**src/frt_pkg.sv**
```systemverilog
// Package for the free-running timer with input capture.
// Assumes one core clock; all constants used by the timer live here.
package frt_pkg;
   localparam int FRT_CNT_W = 16;
   localparam int FRT_NUM_CAP = 4;
   localparam int FRT_NUM_CMP = 5;
   localparam logic [15:0] FRT_CNT_RESET = 16'h0000;
   localparam logic [15:0] FRT_CNT_MAX = 16'hffff;
   localparam logic [3:0] FRT_DIV_BY_1 = 4'h0;
   localparam logic [3:0] FRT_DIV_BY_4 = 4'h3;
   localparam logic [3:0] FRT_DIV_BY_8 = 4'h7;
   localparam logic [3:0] FRT_DIV_BY_16 = 4'hf;
   localparam logic [1:0] FRT_EDGE_OFF = 2'h0;
   localparam logic [1:0] FRT_EDGE_RISE = 2'h1;
   localparam logic [1:0] FRT_EDGE_FALL = 2'h2;
   localparam logic [1:0] FRT_EDGE_ANY = 2'h3;
   localparam int FRT_SHARED_PIN = 3;
   // Edge selects for the four capture channels
   typedef struct packed {
      logic [1:0] edge_select_high_low_3;
      logic [1:0] edge_select_high_low_2;
      logic [1:0] edge_select_high_low_1;
      logic [1:0] edge_select_high_low_0;
   } frt_edge_cfg_t;
   typedef enum logic [1:0] {FRT_PHASE_ONE, FRT_PHASE_TWO} frt_phase_t;
endpackage

```
**src/frt_timer.sv**
```systemverilog
// Free-running 16-bit timer with prescaler, input capture and port A sharing.
// Assumes control bits arrive as plain ports from a register block on I_CORE_CLK.
// Contract
// - Prescaler divides bus cycles (two core clocks each) by 1, 4, 8 or 16 for select 00..11.
// - Sixteen-bit up-counter starts at zero after reset, counts each tick.
// - At all-ones the counter wraps to zero, sets overflow, keeps running.
// - Software cannot reset, load or stop the counter.
// - Three capture, four compare, one switchable capture/compare channel.
// - Each capture and compare channel owns a 16-bit register.
// - Every timer function has its own enable and own request line.
// - Selected pin edge latches the counter into that channel's register.
// - Edges are synchronised; latch on the half opposite to incrementing.
// - Low four port A pin levels stay readable even during capture.
// - Port data writes do not drive a pin used for compare output.
// - First compare channel may drive any mix of pins 7 to 3.
// - Pin 3 is fifth compare after reset; select bit makes it capture.
// - Output pin 3 with fourth capture on: data writes cause captures.
// - Writes to the shared register are ignored while it captures.
// - Edge select 00 off, 01 rising, 10 falling, 11 either; reset off.
// - High-byte read blocks capture while it is asserted; the capture is delayed.
// - Channels work independently and may latch the same count.
`timescale 1ns/1ps
`default_nettype none
module frt_timer
   import frt_pkg::*;
#(
   parameter int W = FRT_CNT_W
) (
   // Clock and reset
   input wire logic I_CORE_CLK,
   input wire logic I_RST,
   // Configuration
   input wire logic [1:0] I_PRESCALE_SELECT,
   input wire frt_edge_cfg_t I_EDGE_CFG,
   input wire logic I_CAPTURE4_SELECT,
   input wire logic I_SHARED_PIN_DIRECTION,
   input wire logic [7:3] I_FIRST_COMPARE_PIN_MASK,
   input wire logic [7:3] I_FIRST_COMPARE_PIN_LEVEL,
   input wire logic [FRT_NUM_CAP-1:0] I_CAP_IRQ_ENABLE,
   input wire logic [FRT_NUM_CMP-1:0] I_CMP_IRQ_ENABLE,
   input wire logic I_OVF_IRQ_ENABLE,
   // Flag clears, one bit per flag
   input wire logic [FRT_NUM_CAP-1:0] I_CAP_FLAG_CLEAR,
   input wire logic [FRT_NUM_CMP-1:0] I_CMP_FLAG_CLEAR,
   input wire logic I_OVF_FLAG_CLEAR,
   // Compare register writes and compare events from the compare logic
   input wire logic [FRT_NUM_CMP-1:0] I_CMP_WRITE,
   input wire logic [W-1:0] I_CMP_WDATA,
   input wire logic [FRT_NUM_CMP-1:0] I_CMP_MATCH_EVENT,
   input wire logic [FRT_NUM_CMP-1:0] I_CMP_PIN_LEVEL,
   // High-byte reads of the capture registers
   input wire logic [FRT_NUM_CAP-1:0] I_CAP_HIGH_READ,
   // Port A
   input wire logic [7:0] I_PORT_A_PIN,
   input wire logic [7:0] I_PORT_A_DATA_WRITE,
   input wire logic [7:0] I_PORT_A_DATA_WSTB,
   // Counter, captures and compare registers
   output logic [W-1:0] O_FREE_RUNNING_COUNT,
   output logic [FRT_NUM_CAP-1:0][W-1:0] O_CAPTURE,
   output logic [FRT_NUM_CMP-1:0][W-1:0] O_COMPARE,
   // Flags and request lines
   output logic [FRT_NUM_CAP-1:0] O_CAP_FLAG,
   output logic [FRT_NUM_CMP-1:0] O_CMP_FLAG,
   output logic O_OVF_FLAG,
   output logic [FRT_NUM_CAP-1:0] O_CAP_IRQ,
   output logic [FRT_NUM_CMP-1:0] O_CMP_IRQ,
   output logic O_OVF_IRQ,
   // Port A data and outputs
   output logic [7:0] O_PORT_A_DATA_REG,
   output logic [7:3] O_PORT_A_OUT,
   output logic [7:3] O_PORT_A_OE
);
   logic [3:0] prescale;
   logic [3:0] div_last;
   logic tick;
   frt_phase_t phase;
   logic [W-1:0] count;
   logic [7:0] pin_meta;
   logic [7:0] pin_sync;
   logic [7:0] port_latch;
   logic [3:0] cap_pin;
   logic [3:0] cap_enable;
   logic [FRT_NUM_CAP-1:0] cap_event;
   logic [FRT_NUM_CAP-1:0][W-1:0] cap_value;
   logic [FRT_NUM_CAP-1:0][1:0] edge_sel;
   logic [FRT_NUM_CMP-1:0] cmp_write_ok;
   logic [7:3] next_out;
   logic [7:3] cmp_owned;

   function automatic logic [3:0] div_limit(input logic [1:0] sel);
      case (sel)
         2'h0: div_limit = FRT_DIV_BY_1;
         2'h1: div_limit = FRT_DIV_BY_4;
         2'h2: div_limit = FRT_DIV_BY_8;
         default: div_limit = FRT_DIV_BY_16;
      endcase
   endfunction

   assign div_last = div_limit(I_PRESCALE_SELECT);
   assign tick = (prescale >= div_last) && (phase == FRT_PHASE_TWO);

   // Core clock is split into two phases: count on phase two, capture on phase one
   always_ff @(posedge I_CORE_CLK or posedge I_RST) begin
      if (I_RST) begin
         phase <= FRT_PHASE_ONE;
      end else begin
         phase <= (phase == FRT_PHASE_ONE) ? FRT_PHASE_TWO : FRT_PHASE_ONE;
      end
   end

   // Prescaler counts bus cycles (one per phase pair)
   always_ff @(posedge I_CORE_CLK or posedge I_RST) begin
      if (I_RST) begin
         prescale <= 4'h0;
      end else if (phase == FRT_PHASE_TWO) begin
         prescale <= (prescale >= div_last) ? 4'h0 : prescale + 4'h1;
      end
   end

   // No load, clear or stop input exists for the counter
   // The add wraps from all ones to zero by itself; the overflow flag is set below
   always_ff @(posedge I_CORE_CLK or posedge I_RST) begin
      if (I_RST) begin
         count <= W'(FRT_CNT_RESET);
      end else if (tick) begin
         count <= count + W'(1);
      end
   end

   assign O_FREE_RUNNING_COUNT = count;

   // Overflow flag, set wins over clear
   // All ones is cut to the counter width so narrower builds also flag the wrap
   always_ff @(posedge I_CORE_CLK or posedge I_RST) begin
      if (I_RST) begin
         O_OVF_FLAG <= 1'b0;
      end else if (tick && count == W'(FRT_CNT_MAX)) begin
         O_OVF_FLAG <= 1'b1;
      end else if (I_OVF_FLAG_CLEAR) begin
         O_OVF_FLAG <= 1'b0;
      end
   end

   // Pin synchroniser
   always_ff @(posedge I_CORE_CLK or posedge I_RST) begin
      if (I_RST) begin
         pin_meta <= 8'h00;
         pin_sync <= 8'h00;
      end else begin
         pin_meta <= I_PORT_A_PIN;
         pin_sync <= pin_meta;
      end
   end

   // Port data latch for software writes
   always_ff @(posedge I_CORE_CLK or posedge I_RST) begin
      if (I_RST) begin
         port_latch <= 8'h00;
      end else begin
         for (int b = 0; b < 8; b++) begin
            if (I_PORT_A_DATA_WSTB[b]) begin
               port_latch[b] <= I_PORT_A_DATA_WRITE[b];
            end
         end
      end
   end

   // Read view: low four bits are always the pin levels
   always_ff @(posedge I_CORE_CLK or posedge I_RST) begin
      if (I_RST) begin
         O_PORT_A_DATA_REG <= 8'h00;
      end else begin
         O_PORT_A_DATA_REG <= {port_latch[7:4], pin_sync[3:0]};
      end
   end

   // Channel 3 watches pin 3: as output, the port data latch bit feeds the capture
   // The port latch is already in this clock domain, so it skips the synchroniser
   assign cap_pin = {(I_SHARED_PIN_DIRECTION ? port_latch[FRT_SHARED_PIN]
                      : pin_sync[FRT_SHARED_PIN]), pin_sync[2:0]};
   assign cap_enable = {I_CAPTURE4_SELECT, 3'h7};
   assign edge_sel = I_EDGE_CFG;

   // A high-byte read holds a pending capture back; the edge is delayed, not dropped
   generate
      for (genvar c = 0; c < FRT_NUM_CAP; c++) begin : g_cap
         frt_capture_chan #(.W(W)) u_chan (
            .clk(I_CORE_CLK),
            .rst(I_RST),
            .pin_sync(cap_pin[c]),
            .edge_sel(edge_sel[c]),
            .enable(cap_enable[c]),
            .capture_phase(phase == FRT_PHASE_ONE),
            .hold(I_CAP_HIGH_READ[c]),
            .count(count),
            .capture(cap_value[c]),
            .event_pulse(cap_event[c])
         );
      end
   endgenerate

   assign O_CAPTURE[2:0] = cap_value[2:0];
   assign O_CAPTURE[3] = O_COMPARE[4];

   // Compare registers; the shared one loads captures while in capture mode
   assign cmp_write_ok = I_CMP_WRITE & {~I_CAPTURE4_SELECT, 4'hf};

   always_ff @(posedge I_CORE_CLK or posedge I_RST) begin
      if (I_RST) begin
         O_COMPARE <= '1;
      end else begin
         for (int k = 0; k < FRT_NUM_CMP; k++) begin
            if (cmp_write_ok[k]) begin
               O_COMPARE[k] <= I_CMP_WDATA;
            end
         end
         if (I_CAPTURE4_SELECT && cap_event[3]) begin
            O_COMPARE[4] <= cap_value[3];
         end
      end
   end

   // Flags: set wins over clear
   always_ff @(posedge I_CORE_CLK or posedge I_RST) begin
      if (I_RST) begin
         O_CAP_FLAG <= '0;
         O_CMP_FLAG <= '0;
      end else begin
         O_CAP_FLAG <= cap_event | (O_CAP_FLAG & ~I_CAP_FLAG_CLEAR);
         O_CMP_FLAG <= (I_CMP_MATCH_EVENT & {~I_CAPTURE4_SELECT, 4'hf})
                       | (O_CMP_FLAG & ~I_CMP_FLAG_CLEAR);
      end
   end

   // Separate request per function
   always_ff @(posedge I_CORE_CLK or posedge I_RST) begin
      if (I_RST) begin
         O_CAP_IRQ <= '0;
         O_CMP_IRQ <= '0;
         O_OVF_IRQ <= 1'b0;
      end else begin
         O_CAP_IRQ <= O_CAP_FLAG & I_CAP_IRQ_ENABLE;
         O_CMP_IRQ <= O_CMP_FLAG & I_CMP_IRQ_ENABLE;
         O_OVF_IRQ <= O_OVF_FLAG & I_OVF_IRQ_ENABLE;
      end
   end

   // Pin 7..3 driver: compare levels own their pins, first channel may override
   always_comb begin
      cmp_owned = {1'b0, 3'h7, ~I_CAPTURE4_SELECT};
      next_out = port_latch[7:3];
      for (int p = 3; p < 7; p++) begin
         if (cmp_owned[p]) begin
            next_out[p] = I_CMP_PIN_LEVEL[7 - p];
         end
      end
      for (int p = 3; p < 8; p++) begin
         if (I_FIRST_COMPARE_PIN_MASK[p]) begin
            next_out[p] = I_FIRST_COMPARE_PIN_LEVEL[p];
         end
      end
   end

   always_ff @(posedge I_CORE_CLK or posedge I_RST) begin
      if (I_RST) begin
         O_PORT_A_OUT <= 5'h00;
         O_PORT_A_OE <= 5'h00;
      end else begin
         O_PORT_A_OUT <= next_out;
         O_PORT_A_OE <= {1'b0, 3'h7, ~I_CAPTURE4_SELECT | I_SHARED_PIN_DIRECTION}
                        | I_FIRST_COMPARE_PIN_MASK;
      end
   end
endmodule
`default_nettype wire

```
**src/frt_capture_chan.sv**
```systemverilog
// One input-capture channel: edge detect and latch of the counter value.
// Assumes the pin input is already synchronised to the core clock.
`timescale 1ns/1ps
`default_nettype none
module frt_capture_chan
   import frt_pkg::*;
#(
   parameter int W = FRT_CNT_W
) (
   input wire logic clk,
   input wire logic rst,
   input wire logic pin_sync,
   input wire logic [1:0] edge_sel,
   input wire logic enable,
   input wire logic capture_phase,
   input wire logic hold,
   input wire logic [W-1:0] count,
   output logic [W-1:0] capture,
   output logic event_pulse
);
   logic pin_prev;
   logic pending;
   logic edge_hit;

   always_comb begin
      case (edge_sel)
         FRT_EDGE_RISE: edge_hit = pin_sync & ~pin_prev;
         FRT_EDGE_FALL: edge_hit = ~pin_sync & pin_prev;
         FRT_EDGE_ANY: edge_hit = pin_sync ^ pin_prev;
         default: edge_hit = 1'b0;
      endcase
   end

   always_ff @(posedge clk or posedge rst) begin
      if (rst) begin
         pin_prev <= 1'b0;
      end else begin
         pin_prev <= pin_sync;
      end
   end

   // Edge waits for the capture half-cycle, and longer if a high-byte read blocks it
   always_ff @(posedge clk or posedge rst) begin
      if (rst) begin
         pending <= 1'b0;
         event_pulse <= 1'b0;
      end else begin
         event_pulse <= 1'b0;
         if (pending && capture_phase && !hold) begin
            pending <= edge_hit & enable;
            event_pulse <= 1'b1;
         end else if (edge_hit && enable) begin
            pending <= 1'b1;
         end
      end
   end

   // Capture value is undefined at reset, so no reset term
   always_ff @(posedge clk) begin
      if (pending && capture_phase && !hold) begin
         capture <= count;
      end
   end
endmodule
`default_nettype wire

```
**config.mk**
```make
export PLATFORM = sky130hd
export DESIGN_NAME = frt_timer
export DESIGN_NICKNAME = d
export VERILOG_FILES = /design/src/frt_pkg.sv /design/src/frt_timer.sv /design/src/frt_capture_chan.sv
export SDC_FILE = /design/constraint.sdc
export NUM_CORES = 1
export LEC_CHECK = 0
export BUFFER_PORTS_ARGS = -buffer_cell sky130_fd_sc_hd__buf_4
export CAP_MARGIN = 20
export CORE_MARGIN = 10
export CORE_UTILIZATION = 34
export DETAILED_ROUTE_END_ITERATION = 12
export GPL_TIMING_DRIVEN = 0
export MAX_ROUTING_LAYER = met4
export PLACE_DENSITY = 0.66
export SYNTH_ARGS = -nofsm -noshare
export SYNTH_HDL_FRONTEND = slang
export SYNTH_HIERARCHICAL = 1
export SYNTH_SLANG_ARGS = --single-unit
export TNS_END_PERCENT = 5
```
**constraint.sdc**
```tcl
create_clock -name I_CORE_CLK -period 10.3 [get_ports I_CORE_CLK]
set_clock_uncertainty 0.1 [all_clocks]
set_input_delay 1.03 -clock I_CORE_CLK [delete_from_list [all_inputs] [get_ports I_CORE_CLK]]
set_output_delay 1.03 -clock I_CORE_CLK [all_outputs]
set_load 0.05 [all_outputs]
```
==> metrics.txt, run 1 <==
Fin Setup TNS 0 ps; Mapped Area 0.008516 sq mm; proportion of layout cells with a drive suffix above 1 0.5729; met3 GRT Util 0.04524; maximum fanout encountered on the critical timing path 8; fraction of power spent switching nets 0.3237; Finish-stage setup viols 0; post-synthesis share of cell area spent on full adders, half adders and majority gates 0.02057; clock slew at the register clock pins of the worst setup and hold paths around 60 ps; post-layout min period ~2800 ps; net switching component of the power 827.1 uW; first drt pass iteration count 4; Worst Setup Start Kind input port; Die Area ~0.032 sq mm; main combinational cell family by area after synthesis multiplexers; Gate power share 0.249; fraction of the mapped netlist area in simple logic gates 0.05275; endpoint type of the worst setup path flop; max-cap viol count 0; largest net degree at the start of global routing 83; post-synthesis instance total about 540; critical-path cell list buf_4, or2_2, ha_1, nand2b_4, a2111oi_4, nor2_2, nand2_1, mux2_2; total of flip-flops plus latches after synthesis around 230; H-tree level count 1; most instantiated cells after synthesis sky130_fd_sc_hd__dfrtp_1, sky130_fd_sc_hd__dfstp_2, sky130_fd_sc_hd__mux2_2, sky130_fd_sc_hd__edfxtp_1, sky130_fd_sc_hd__inv_1; synthesized-area fraction occupied by xor and xnor cells 0.01543; number of DRC violations after detailed-routing iteration 0 ~240; number of hold buffers added after CTS 0; starting utilization of the core area 0.3481; routed length per instance approximately 19 um; DR vias/cell about 4.5; Async SR Flop Fraction 0.7168; Die W around 180 um; RePlAce Congestion roughly 0.76; power share of the sequential group 0.434; portion of total power attributed to the clock network 0.317; actual slew at the worst max-slew pin a little over 700 ps; antenna violations before repair 0; root buffer selected by CTS sky130_fd_sc_hd__clkbuf_16; fin crit share 0.2696; Core Area 0.02446 sq mm; most crowded layer after global routing met2; worst endpoint required time around 11000 ps; post-detailed-route count of antenna-violating nets 0; insertion delay of the later-clocked pin in the worst-skew pair roughly 510 ps; buffer count from post-CTS setup fixing 0; top-area cell type share of the netlist area 0.2468; class of the most critical hold timing path flop to flop; static leakage between 0.005 and 0.006 uW; CTS tree done; top cell type by total area after synthesis sky130_fd_sc_hd__dfstp_2; vertical die dimension around 180 um; Distinct cells, synth 38; io pins about 300; met1 Track Usage GR 0.1629; synthesis warning total 6; quantity of gates resized following cts 0; fraction of the mapped netlist area in compound gates 0.03335; final net count around 980; count of standard-cell rows between 50 and 60; Peak Freq approximately 360 MHz; cell with the most instances after synthesis sky130_fd_sc_hd__dfrtp_1; Post-Route WL around 23000 um; relative slew slack 0.5221; M2 GR Usage 0.2376; library cell contributing the largest single delay on the critical path sky130_fd_sc_hd__a2111oi_4; worst hold-check slack around 250 ps; sequential share of the synthesized area 0.7135; peak supply drop 140.4 uV; total clock buffers created by CTS 25; leading register cell type out of synthesis sky130_fd_sc_hd__dfrtp_1; final antenna diode count 0; areal power density over the cells 214.5 mW/mm^2; mux cell area share after synthesis 0.1250; Hold Vio Cnt, Final 0; synthesized area divided by synthesized cell count ~16 sq um; layout-stage area growth over the synthesis result 39.89%; reg-to-reg slack, setup approximately 8000 ps; number of slew-limit violations in the final report 0; number of synthesized flops with an enable pin between 60 and 70; Total GRT Usage 0.1410; Slowest Stage Delay on Critical Path approximately 540 ps; internal power contribution 1728 uW; HPWL Detailed 17440 um; unrepaired setup endpoints after global routing false; PnR Total Power around 2600 uW; count of buffers inserted at the top-level ports 285; CP Data Arrival Time roughly 3100 ps; CTS Sinks between 200 and 250; wire length of the first global-routing pass roughly 34000 um; via count of the first global-routing pass about 5900; grt total ovfl 0; run status complete, no violations; path type of the worst setup path input port to flop; leading post-synthesis cells by cell area sky130_fd_sc_hd__dfstp_2, sky130_fd_sc_hd__dfrtp_1, sky130_fd_sc_hd__edfxtp_1; total number of vias 5425; Residual DRC 0; clock buffer depth 3
[metrics by stage]
stage               instances  area, sq um  utilization  worst slack (ps)
global placement         1159        11080       0.4531              3038
detailed placement       1164        11180       0.4571              6967
global route             1209        11910       0.4870              7440
floorplan                 550         8538            -              5266
CTS                      1209        11910       0.4870              7527
finish                   1209        11910       0.4870              7523
[cells in the final DEF (no fill, tap or decap), types with 12 or more instances in the layout]
| master | count |
|---|---|
| sky130_fd_sc_hd__dfstp_2 | 80 |
| sky130_fd_sc_hd__edfxtp_1 | 64 |
| sky130_fd_sc_hd__ha_1 | 14 |
| sky130_fd_sc_hd__mux2_2 | 75 |
| sky130_fd_sc_hd__buf_4 | 303 |
| sky130_fd_sc_hd__o21ai_0 | 24 |
| sky130_fd_sc_hd__mux2i_1 | 22 |
| sky130_fd_sc_hd__nand2_1 | 30 |
| sky130_fd_sc_hd__clkbuf_1 | 16 |
| sky130_fd_sc_hd__clkbuf_16 | 25 |
| sky130_fd_sc_hd__dfrtp_1 | 82 |
| sky130_fd_sc_hd__inv_1 | 35 |
| sky130_fd_sc_hd__and2_1 | 12 |
[layout make-up]
class | count | area, sq um
plain buffers | 33 | 196.4
clock buffers | 32 | 651.9
clock inverters | 13 | 80.08
fillers | 2184 | 12550
inverters | 36 | 140.1
multi-input cells | 255 | 2151
flip-flops and latches | 226 | 6076
well taps | 324 | 405.4
repair buffers | 290 | 2212
[logic make-up (layout without fill, tap and decap cells)]
kind of cell    after synthesis  after routing
flops                       226            226
mux                          97             97
simple gates                 79             79
buf+inv                      69            404
compound gates               43             43
xor+xnor                     15             15
fa+ha+maj                    14             14
other cells                   1              7
[worst max-delay path: cells and delay by family]
family | cells | cell delay [ps]
buffers and inverters | 1 | 120
AND/OR/NAND/NOR | 4 | 770
AO/OA/AOI/OAI | 1 | 540
adder cells (fa/ha/maj) | 1 | 270
multiplexers | 1 | 330
[sequential cells by signal, indices dropped and copies added (netlist names), 3 cells and up]
register,flops
prescale,4
O_CAP_IRQ,4
O_CMP_FLAG,5
port_latch,5
pin_meta,4
O_CAPTURE,16
g_cap.u_chan/event_pulse,4
pin_sync,4
O_COMPARE,64
g_cap.u_chan/pin_prev,4
O_CMP_IRQ,5
O_CAP_FLAG,4
O_PORT_A_OE,3
O_PORT_A_DATA_REG,8
g_cap.u_chan/capture,64
O_FREE_RUNNING_COUNT,16
g_cap.u_chan/pending,4
O_PORT_A_OUT,5
[metal layers]
layer  part of all wire  vias up
met1               0.41     2677
met3              0.086       30
met2               0.49      194
li1                   -     2524
met4              0.015        0
met5                  0        -
[path summary, 6_finish.rpt]
check                                     start                  endpoint  cells after the start
min reg2reg                         pin_meta[1]               pin_sync[1]                      0
min                                 pin_meta[1]               pin_sync[1]                      0
max in group asynchronous                 I_RST             O_COMPARE[21]                      3
max reg2reg                         prescale[0]   O_FREE_RUNNING_COUNT[1]                      7
max                        I_PRESCALE_SELECT[1]   O_FREE_RUNNING_COUNT[1]                      8
min in group asynchronous                 I_RST  g_cap[1].u_chan/pin_prev                      2
[power by group through the flow]
| stage | sequential, uW | combinational, uW | clock (uW) |
|---|---|---|---|
| after floorplan | 1340 | 214 | 0 |
| after global placement | 1120 | 636 | 0 |
| after detailed placement | 1130 | 645 | 0 |
| after CTS | 1110 | 645 | 839 |
| after global routing | 1120 | 673 | 876 |
| final | 1110 | 636 | 809 |
Power figures use the tool's default switching activity.
==> run 2, diff against run 1 <==
- ABC_AREA: unset -> 1
- clock period: 10.3 -> 2.6 ns (I/O delays scaled with it)
==> metrics.txt, run 2 <==
run status complete, no violations; via count of the first global-routing pass 6965 (+18%); insertion delay of the later-clocked pin in the worst-skew pair 520 ps (about the same); fraction of power spent switching nets 0.3368 (+0.01317); leading register cell type out of synthesis sky130_fd_sc_hd__dfrtp_1; max-cap viol count 0 (unchanged); top cell type by total area after synthesis sky130_fd_sc_hd__dfstp_2; most instantiated cells after synthesis sky130_fd_sc_hd__nand2_1, sky130_fd_sc_hd__dfrtp_1, sky130_fd_sc_hd__dfstp_2, sky130_fd_sc_hd__inv_1, sky130_fd_sc_hd__edfxtp_1; Core Area 0.02533 sq mm (+3.5%); synthesis warning total 6 (unchanged); number of slew-limit violations in the final report 0 (unchanged); Hold Vio Cnt, Final 0 (unchanged); Mapped Area 0.008785 sq mm (+3.2%); top-area cell type share of the netlist area 0.2393 (-0.007559); Worst Setup Start Kind flop; total clock buffers created by CTS 26 (+4.0%); power share of the sequential group 0.414 (-0.020); final net count 1227 (+25%); post-detailed-route count of antenna-violating nets 0 (unchanged); worst endpoint required time 2900 ps (-7700 ps); internal power contribution 7106 uW (+310%); layout-stage area growth over the synthesis result 49.15%; Residual DRC 0 (unchanged); Total GRT Usage 0.1593 (+0.01836); Async SR Flop Fraction 0.7168 (unchanged); maximum fanout encountered on the critical timing path 4 (-4); final antenna diode count 0 (unchanged); first drt pass iteration count 6 (+2); actual slew at the worst max-slew pin 927.9 ps (+214.1 ps); io pins 301 (unchanged); CTS tree done; fin crit share 0.8680; relative slew slack 0.3808 (-0.1413); quantity of gates resized following cts 0 (unchanged); grt total ovfl 0 (unchanged); routed length per instance 18.08 um (-4.2%); CP Data Arrival Time 2560 ps (-520 ps); post-layout min period 2257 ps; path type of the worst setup path flop to flop; count of standard-cell rows 58 (+1.8%); portion of total power attributed to the clock network 0.320 (+0.003); peak supply drop 438.0 uV (+210%); synthesized-area fraction occupied by xor and xnor cells 0.007976 (-0.007451); post-synthesis instance total 707 (+30%); most common cell after layout, fill and taps aside sky130_fd_sc_hd__buf_4; number of DRC violations after detailed-routing iteration 0 348 (+46%); total of flip-flops plus latches after synthesis 226 (unchanged); areal power density over the cells 817.8 mW/mm^2 (+280%); clock slew at the register clock pins of the worst setup and hold paths 60 ps (about the same); worst hold-check slack 74.69 ps (-174.3 ps); post-synthesis share of cell area spent on full adders, half adders and majority gates 0.01994 (-0.0006299); PnR Total Power 10720 uW (+320%); post-layout utilization of the core 0.5173 (+0.03036); Gate power share 0.266 (+0.017); root buffer selected by CTS sky130_fd_sc_hd__clkbuf_16; static leakage 0.006192 uW (+13%); sequential share of the synthesized area 0.6916 (-0.02185); Post-Route WL 26400 um (+16%); FILL cells 2219 (+1.6%); antenna violations before repair 0 (unchanged); Fin Setup TNS 0 ps (unchanged); registers with the most flip-flops O_COMPARE: 64 flops, g_cap.u_chan/capture: 64 flops; vertical die dimension 180.7 um (+1.4%); Die W 180.7 um (+1.4%); total number of vias 6555 (+21%); cell with the most instances after synthesis sky130_fd_sc_hd__nand2_1; largest net degree at the start of global routing 39 (-53%); fraction of the mapped netlist area in compound gates 0.05014 (+0.01678); net switching component of the power 3609 uW (+340%); commonest cells after routing, fill and taps aside sky130_fd_sc_hd__buf_4, sky130_fd_sc_hd__nand2_1, sky130_fd_sc_hd__dfrtp_1; starting utilization of the core area 0.3469 (-0.001262); leading post-synthesis cells by cell area sky130_fd_sc_hd__dfstp_2, sky130_fd_sc_hd__dfrtp_1, sky130_fd_sc_hd__edfxtp_1; fraction of the mapped netlist area in simple logic gates 0.1001 (+0.04738); class of the most critical hold timing path input port to flop; RePlAce Congestion 0.7849 (+3.6%); number of synthesized flops with an enable pin 64 (unchanged); wire length of the first global-routing pass 40370 um (+18%); endpoint type of the worst setup path flop; DR vias/cell 4.490 (about the same); main combinational cell family by area after synthesis simple AND/OR/NAND/NOR gates; proportion of layout cells with a drive suffix above 1 0.4628 (-0.1100); unrepaired setup endpoints after global routing false; HPWL Detailed 19400 um (+11%); count of buffers inserted at the top-level ports 285 (unchanged); mux cell area share after synthesis 0.07435 (-0.05069); Finish-stage setup viols 0 (unchanged); H-tree level count 1 (unchanged); clock buffer depth 3 (unchanged); Distinct cells, synth 31 (-18%); Peak Freq 443.1 MHz; synthesized area divided by synthesized cell count 12.43 sq um (-21%); CTS Sinks 226 (unchanged); Die Area 0.03267 sq mm (+2.8%)
run 2: cell types whose count changed after synthesis, sizes merged, moves of 17 or more:
cell and change:
inv +36, mux2 -17, mux2i -22, nand2 +111
nor2 +52, o21ai +25
run 2: power groups by stage:
stage | Clock (uW) | Combinational (uW) | Sequential, uW
2_1_floorplan | 0 | 952 | 5330
3_3_place_gp | 0 | 2700 | 4480
3_5_place_dp | 0 | 2760 | 4500
4_1_cts | 3540 | 2880 | 4440
5_1_grt | 3700 | 3040 | 4490
6_report | 3430 | 2850 | 4430
run 2: layout make-up:
type	instances	area [sq um]	area share
buffer	33	216.5	0.01652
inverter	72	274.0	0.02091
timing repair buffer	372	3060	0.2336
multi-input combinational	379	2243	0.1712
clock buffer	33	738.2	0.05634
sequential	226	6076	0.4637
tap	330	412.9	0.03151
clock inverter	15	81.33	0.006207
run 2: repair_timing:
| item | 4_1_cts | 5_1_grt |
|---|---|---|
| hold buffers | 81 | 0 |
| hold endpoints to repair | 156 | 0 |
| setup buffers | 0 | 0 |
run 2: cells by family (layout without fill, tap and decap cells):
family,after synthesis,after routing
xor+xnor,8,8
fa+ha+maj,14,14
simple gates,219,219
other cells,1,4
buf+inv,105,525
compound gates,76,76
mux,58,58
flops,226,226
run 2: metal layers:
| metal | vias up | share of wire | track usage |
|---|---|---|---|
| met2 | 203 | 0.52 | 0.2804 |
| met1 | 3218 | 0.39 | 0.1759 |
| li1 | 3107 | - | - |
| met5 | - | 0 | - |
| met3 | 27 | 0.069 | 0.04196 |
| met4 | 0 | 0.018 | 0.04003 |
run 2: critical path, cell delays in order (launching register included):
cell	delay [ps]
sky130_fd_sc_hd__dfrtp_1	380
sky130_fd_sc_hd__inv_1	60
sky130_fd_sc_hd__ha_1	270
sky130_fd_sc_hd__inv_1	40
sky130_fd_sc_hd__nand2_1	40
sky130_fd_sc_hd__nand3_1	60
sky130_fd_sc_hd__dlygate4sd3_1	550
sky130_fd_sc_hd__nand2_1	70
sky130_fd_sc_hd__dlygate4sd3_1	540
sky130_fd_sc_hd__nand2_1	50
run 2: worst paths after layout:
path / start / to / slack [ps] / cells after the start
hold reg to reg: pin_meta[2] / pin_sync[2] / 250 / 0
setup reg to reg: pin_sync[2] / g_cap[2].u_chan/pending / 340 / 9
setup / recovery: pin_sync[2] / g_cap[2].u_chan/pending / 340 / 9
max in group asynchronous: I_RST / O_COMPARE[42] / 1030 / 6
hold / removal: I_SHARED_PIN_DIRECTION / g_cap[3].u_chan/pin_prev / 70 / 4
min in group asynchronous: I_RST / g_cap[1].u_chan/pending / 130 / 3
run 2: stage by stage:
stage | cell area [sq um] | setup WS, ps | cells
final | 13100 | 343.3 | 1460
after global routing | 13100 | 222.4 | 1460
after CTS | 13100 | 324.3 | 1460
after detailed placement | 11470 | 378.1 | 1331
after global placement | 11350 | -829.0 | 1325
after floorplan | 8800 | 416.3 | 710
==> run 3, diff against run 2 <==
- HOLD_SLACK_MARGIN: unset -> 0.03
- PLACE_DENSITY: 0.66 -> 0.68
- clock period: 2.6 -> 2 ns (I/O delays scaled with it)
==> metrics.txt, run 3 (synthesized netlist as in run 2, its figures left out) <==
Total GRT Usage 0.1637 (+0.004398); Hold Vio Cnt, Final 0 (unchanged); run status complete, no violations; peak supply drop 634.6 uV (+45%); root buffer selected by CTS sky130_fd_sc_hd__clkbuf_16; CTS Sinks 226 (unchanged); DR vias/cell 4.465 (-0.55%); endpoint type of the worst setup path flop; commonest cells after routing, fill and taps aside sky130_fd_sc_hd__buf_4, sky130_fd_sc_hd__nand2_1, sky130_fd_sc_hd__dlygate4sd3_1; Residual DRC 0 (unchanged); clock slew at the register clock pins of the worst setup and hold paths 60 ps (about the same); path type of the worst setup path flop to flop; H-tree level count 1 (unchanged); insertion delay of the later-clocked pin in the worst-skew pair 520 ps (about the same); maximum fanout encountered on the critical timing path 11 (+7); class of the most critical hold timing path input port to flop; grt total ovfl 0 (unchanged); count of standard-cell rows 58 (unchanged); via count of the first global-routing pass 7110 (+2.1%); total clock buffers created by CTS 26 (unchanged); count of buffers inserted at the top-level ports 285 (unchanged); post-layout min period 1886 ps (-371.1 ps); static leakage 0.006312 uW (+1.9%); proportion of layout cells with a drive suffix above 1 0.4620 (-0.0008231); max-cap viol count 0 (unchanged); PnR Total Power 14400 uW (+34%); vertical die dimension 180.7 um (unchanged); number of DRC violations after detailed-routing iteration 0 336 (-3.4%); CTS tree done; post-detailed-route count of antenna-violating nets 0 (unchanged); post-layout utilization of the core 0.5293 (+0.01196); routed length per instance 18.07 um (about the same); total number of vias 6586 (+0.47%); first drt pass iteration count 4 (-2); Worst Setup Start Kind flop; io pins 301 (unchanged); worst endpoint required time 2120 ps (-780 ps); wire length of the first global-routing pass 41540 um (+2.9%); registers with the most flip-flops O_COMPARE: 64 flops, g_cap.u_chan/capture: 64 flops; most common cell after layout, fill and taps aside sky130_fd_sc_hd__buf_4; RePlAce Congestion 0.7679 (-2.2%); largest net degree at the start of global routing 40 (+2.6%); Finish-stage setup viols 0 (unchanged); areal power density over the cells 1074 mW/mm^2 (+31%); Post-Route WL 26660 um (+1.0%); unrepaired setup endpoints after global routing false; fin crit share 0.9428 (+0.07486); final net count 1243 (+1.3%); CP Data Arrival Time 2010 ps (-550 ps); Die W 180.7 um (unchanged); number of slew-limit violations in the final report 0 (unchanged); final antenna diode count 0 (unchanged); clock buffer depth 3 (unchanged); Peak Freq 530.3 MHz (+20%); relative slew slack 0.6547 (+0.2740); Core Area 0.02533 sq mm (unchanged); starting utilization of the core area 0.3469 (unchanged); layout-stage area growth over the synthesis result 52.60%; antenna violations before repair 0 (unchanged); Die Area 0.03267 sq mm (unchanged); HPWL Detailed 19370 um (-0.14%); actual slew at the worst max-slew pin 516.8 ps (-411.0 ps)
-- run 3: changes by cell type in the layout (fill, tap and decap cells not counted), sizes merged --
| cell | previous run | this run |
|---|---|---|
| dlygate4sd3 | 81 | 94 |
| clkbuf | 35 | 43 |
| clkinv | 12 | 5 |
| buf | 322 | 324 |
| inv | 73 | 72 |
-- run 3: cell type report --
type / count / area [sq um]
inverter: 72 / 274.0
sequential: 226 / 6078
fill: 2156 / 11920
buffer: 33 / 219.0
tap: 330 / 412.9
clock buffer: 40 / 868.3
multi-input combinational: 379 / 2266
timing repair buffer: 388 / 3241
clock inverter: 7 / 46.29
-- run 3: through the flow --
| step | TNS (ps) | worst slack (ps) | area, sq um | cells | hold slack [ps] |
|---|---|---|---|---|---|
| finish | 0 | 114.4 | 13410 | 1475 | 59.86 |
| global route | 0 | 2.255 | 13410 | 1475 | 40.30 |
| CTS | 0 | 26.59 | 13380 | 1474 | 37.54 |
| detailed placement | -1033 | -66.56 | 11510 | 1333 | 29.97 |
| global placement | -191910 | -1351 | 11350 | 1325 | 25.81 |
| floorplan | -8656 | -123.7 | 8800 | 710 | -146.4 |
-- run 3: metal layers --
layer | vias up | wire length [um] | track usage
li1 | 3139 | - | -
met1 | 3194 | 10780 | 0.1876
met2 | 206 | 13870 | 0.2848
met3 | 47 | 1338 | 0.03217
met4 | 0 | 670 | 0.04823
met5 | - | 0 | -
-- run 3: final timing paths --
| kind | from | endpoint | slack, ps | depth (start not counted) |
|---|---|---|---|---|
| worst min-delay path | I_CMP_WRITE[0] | O_COMPARE[14] | 60 | 2 |
| max in group asynchronous | I_RST | O_COMPARE[25] | 660 | 5 |
| worst max register to register | phase[0] | g_cap[2].u_chan/capture[6] | 110 | 5 |
| worst max-delay path | phase[0] | g_cap[2].u_chan/capture[6] | 110 | 5 |
| worst min register to register | pin_meta[0] | pin_sync[0] | 250 | 0 |
| min in group asynchronous | I_RST | g_cap[0].u_chan/pending | 80 | 3 |
-- run 3: what timing repair did --
action	CTS	global route
endpoints found under the setup margin	18	17
hold buffers	94	0
resized for setup	2	5
hold endpoints to repair	210	0
cloned	0	0
buffers inserted	0	1
-- run 3: power breakdown --
part / switching, uW / total [uW] / internal (uW)
Sequential: 386 / 5760 / 5380
Combinational: 2460 / 3760 / 1300
Clock: 1880 / 4870 / 2990
-- run 3: worst max-delay path, cell delays in order, from the launching register on --
cell and delay, ps:
sky130_fd_sc_hd__dfrtp_1 400, sky130_fd_sc_hd__buf_2 190, sky130_fd_sc_hd__inv_1 250, sky130_fd_sc_hd__nand2_1 150, sky130_fd_sc_hd__nor2_4 290, sky130_fd_sc_hd__buf_8 210
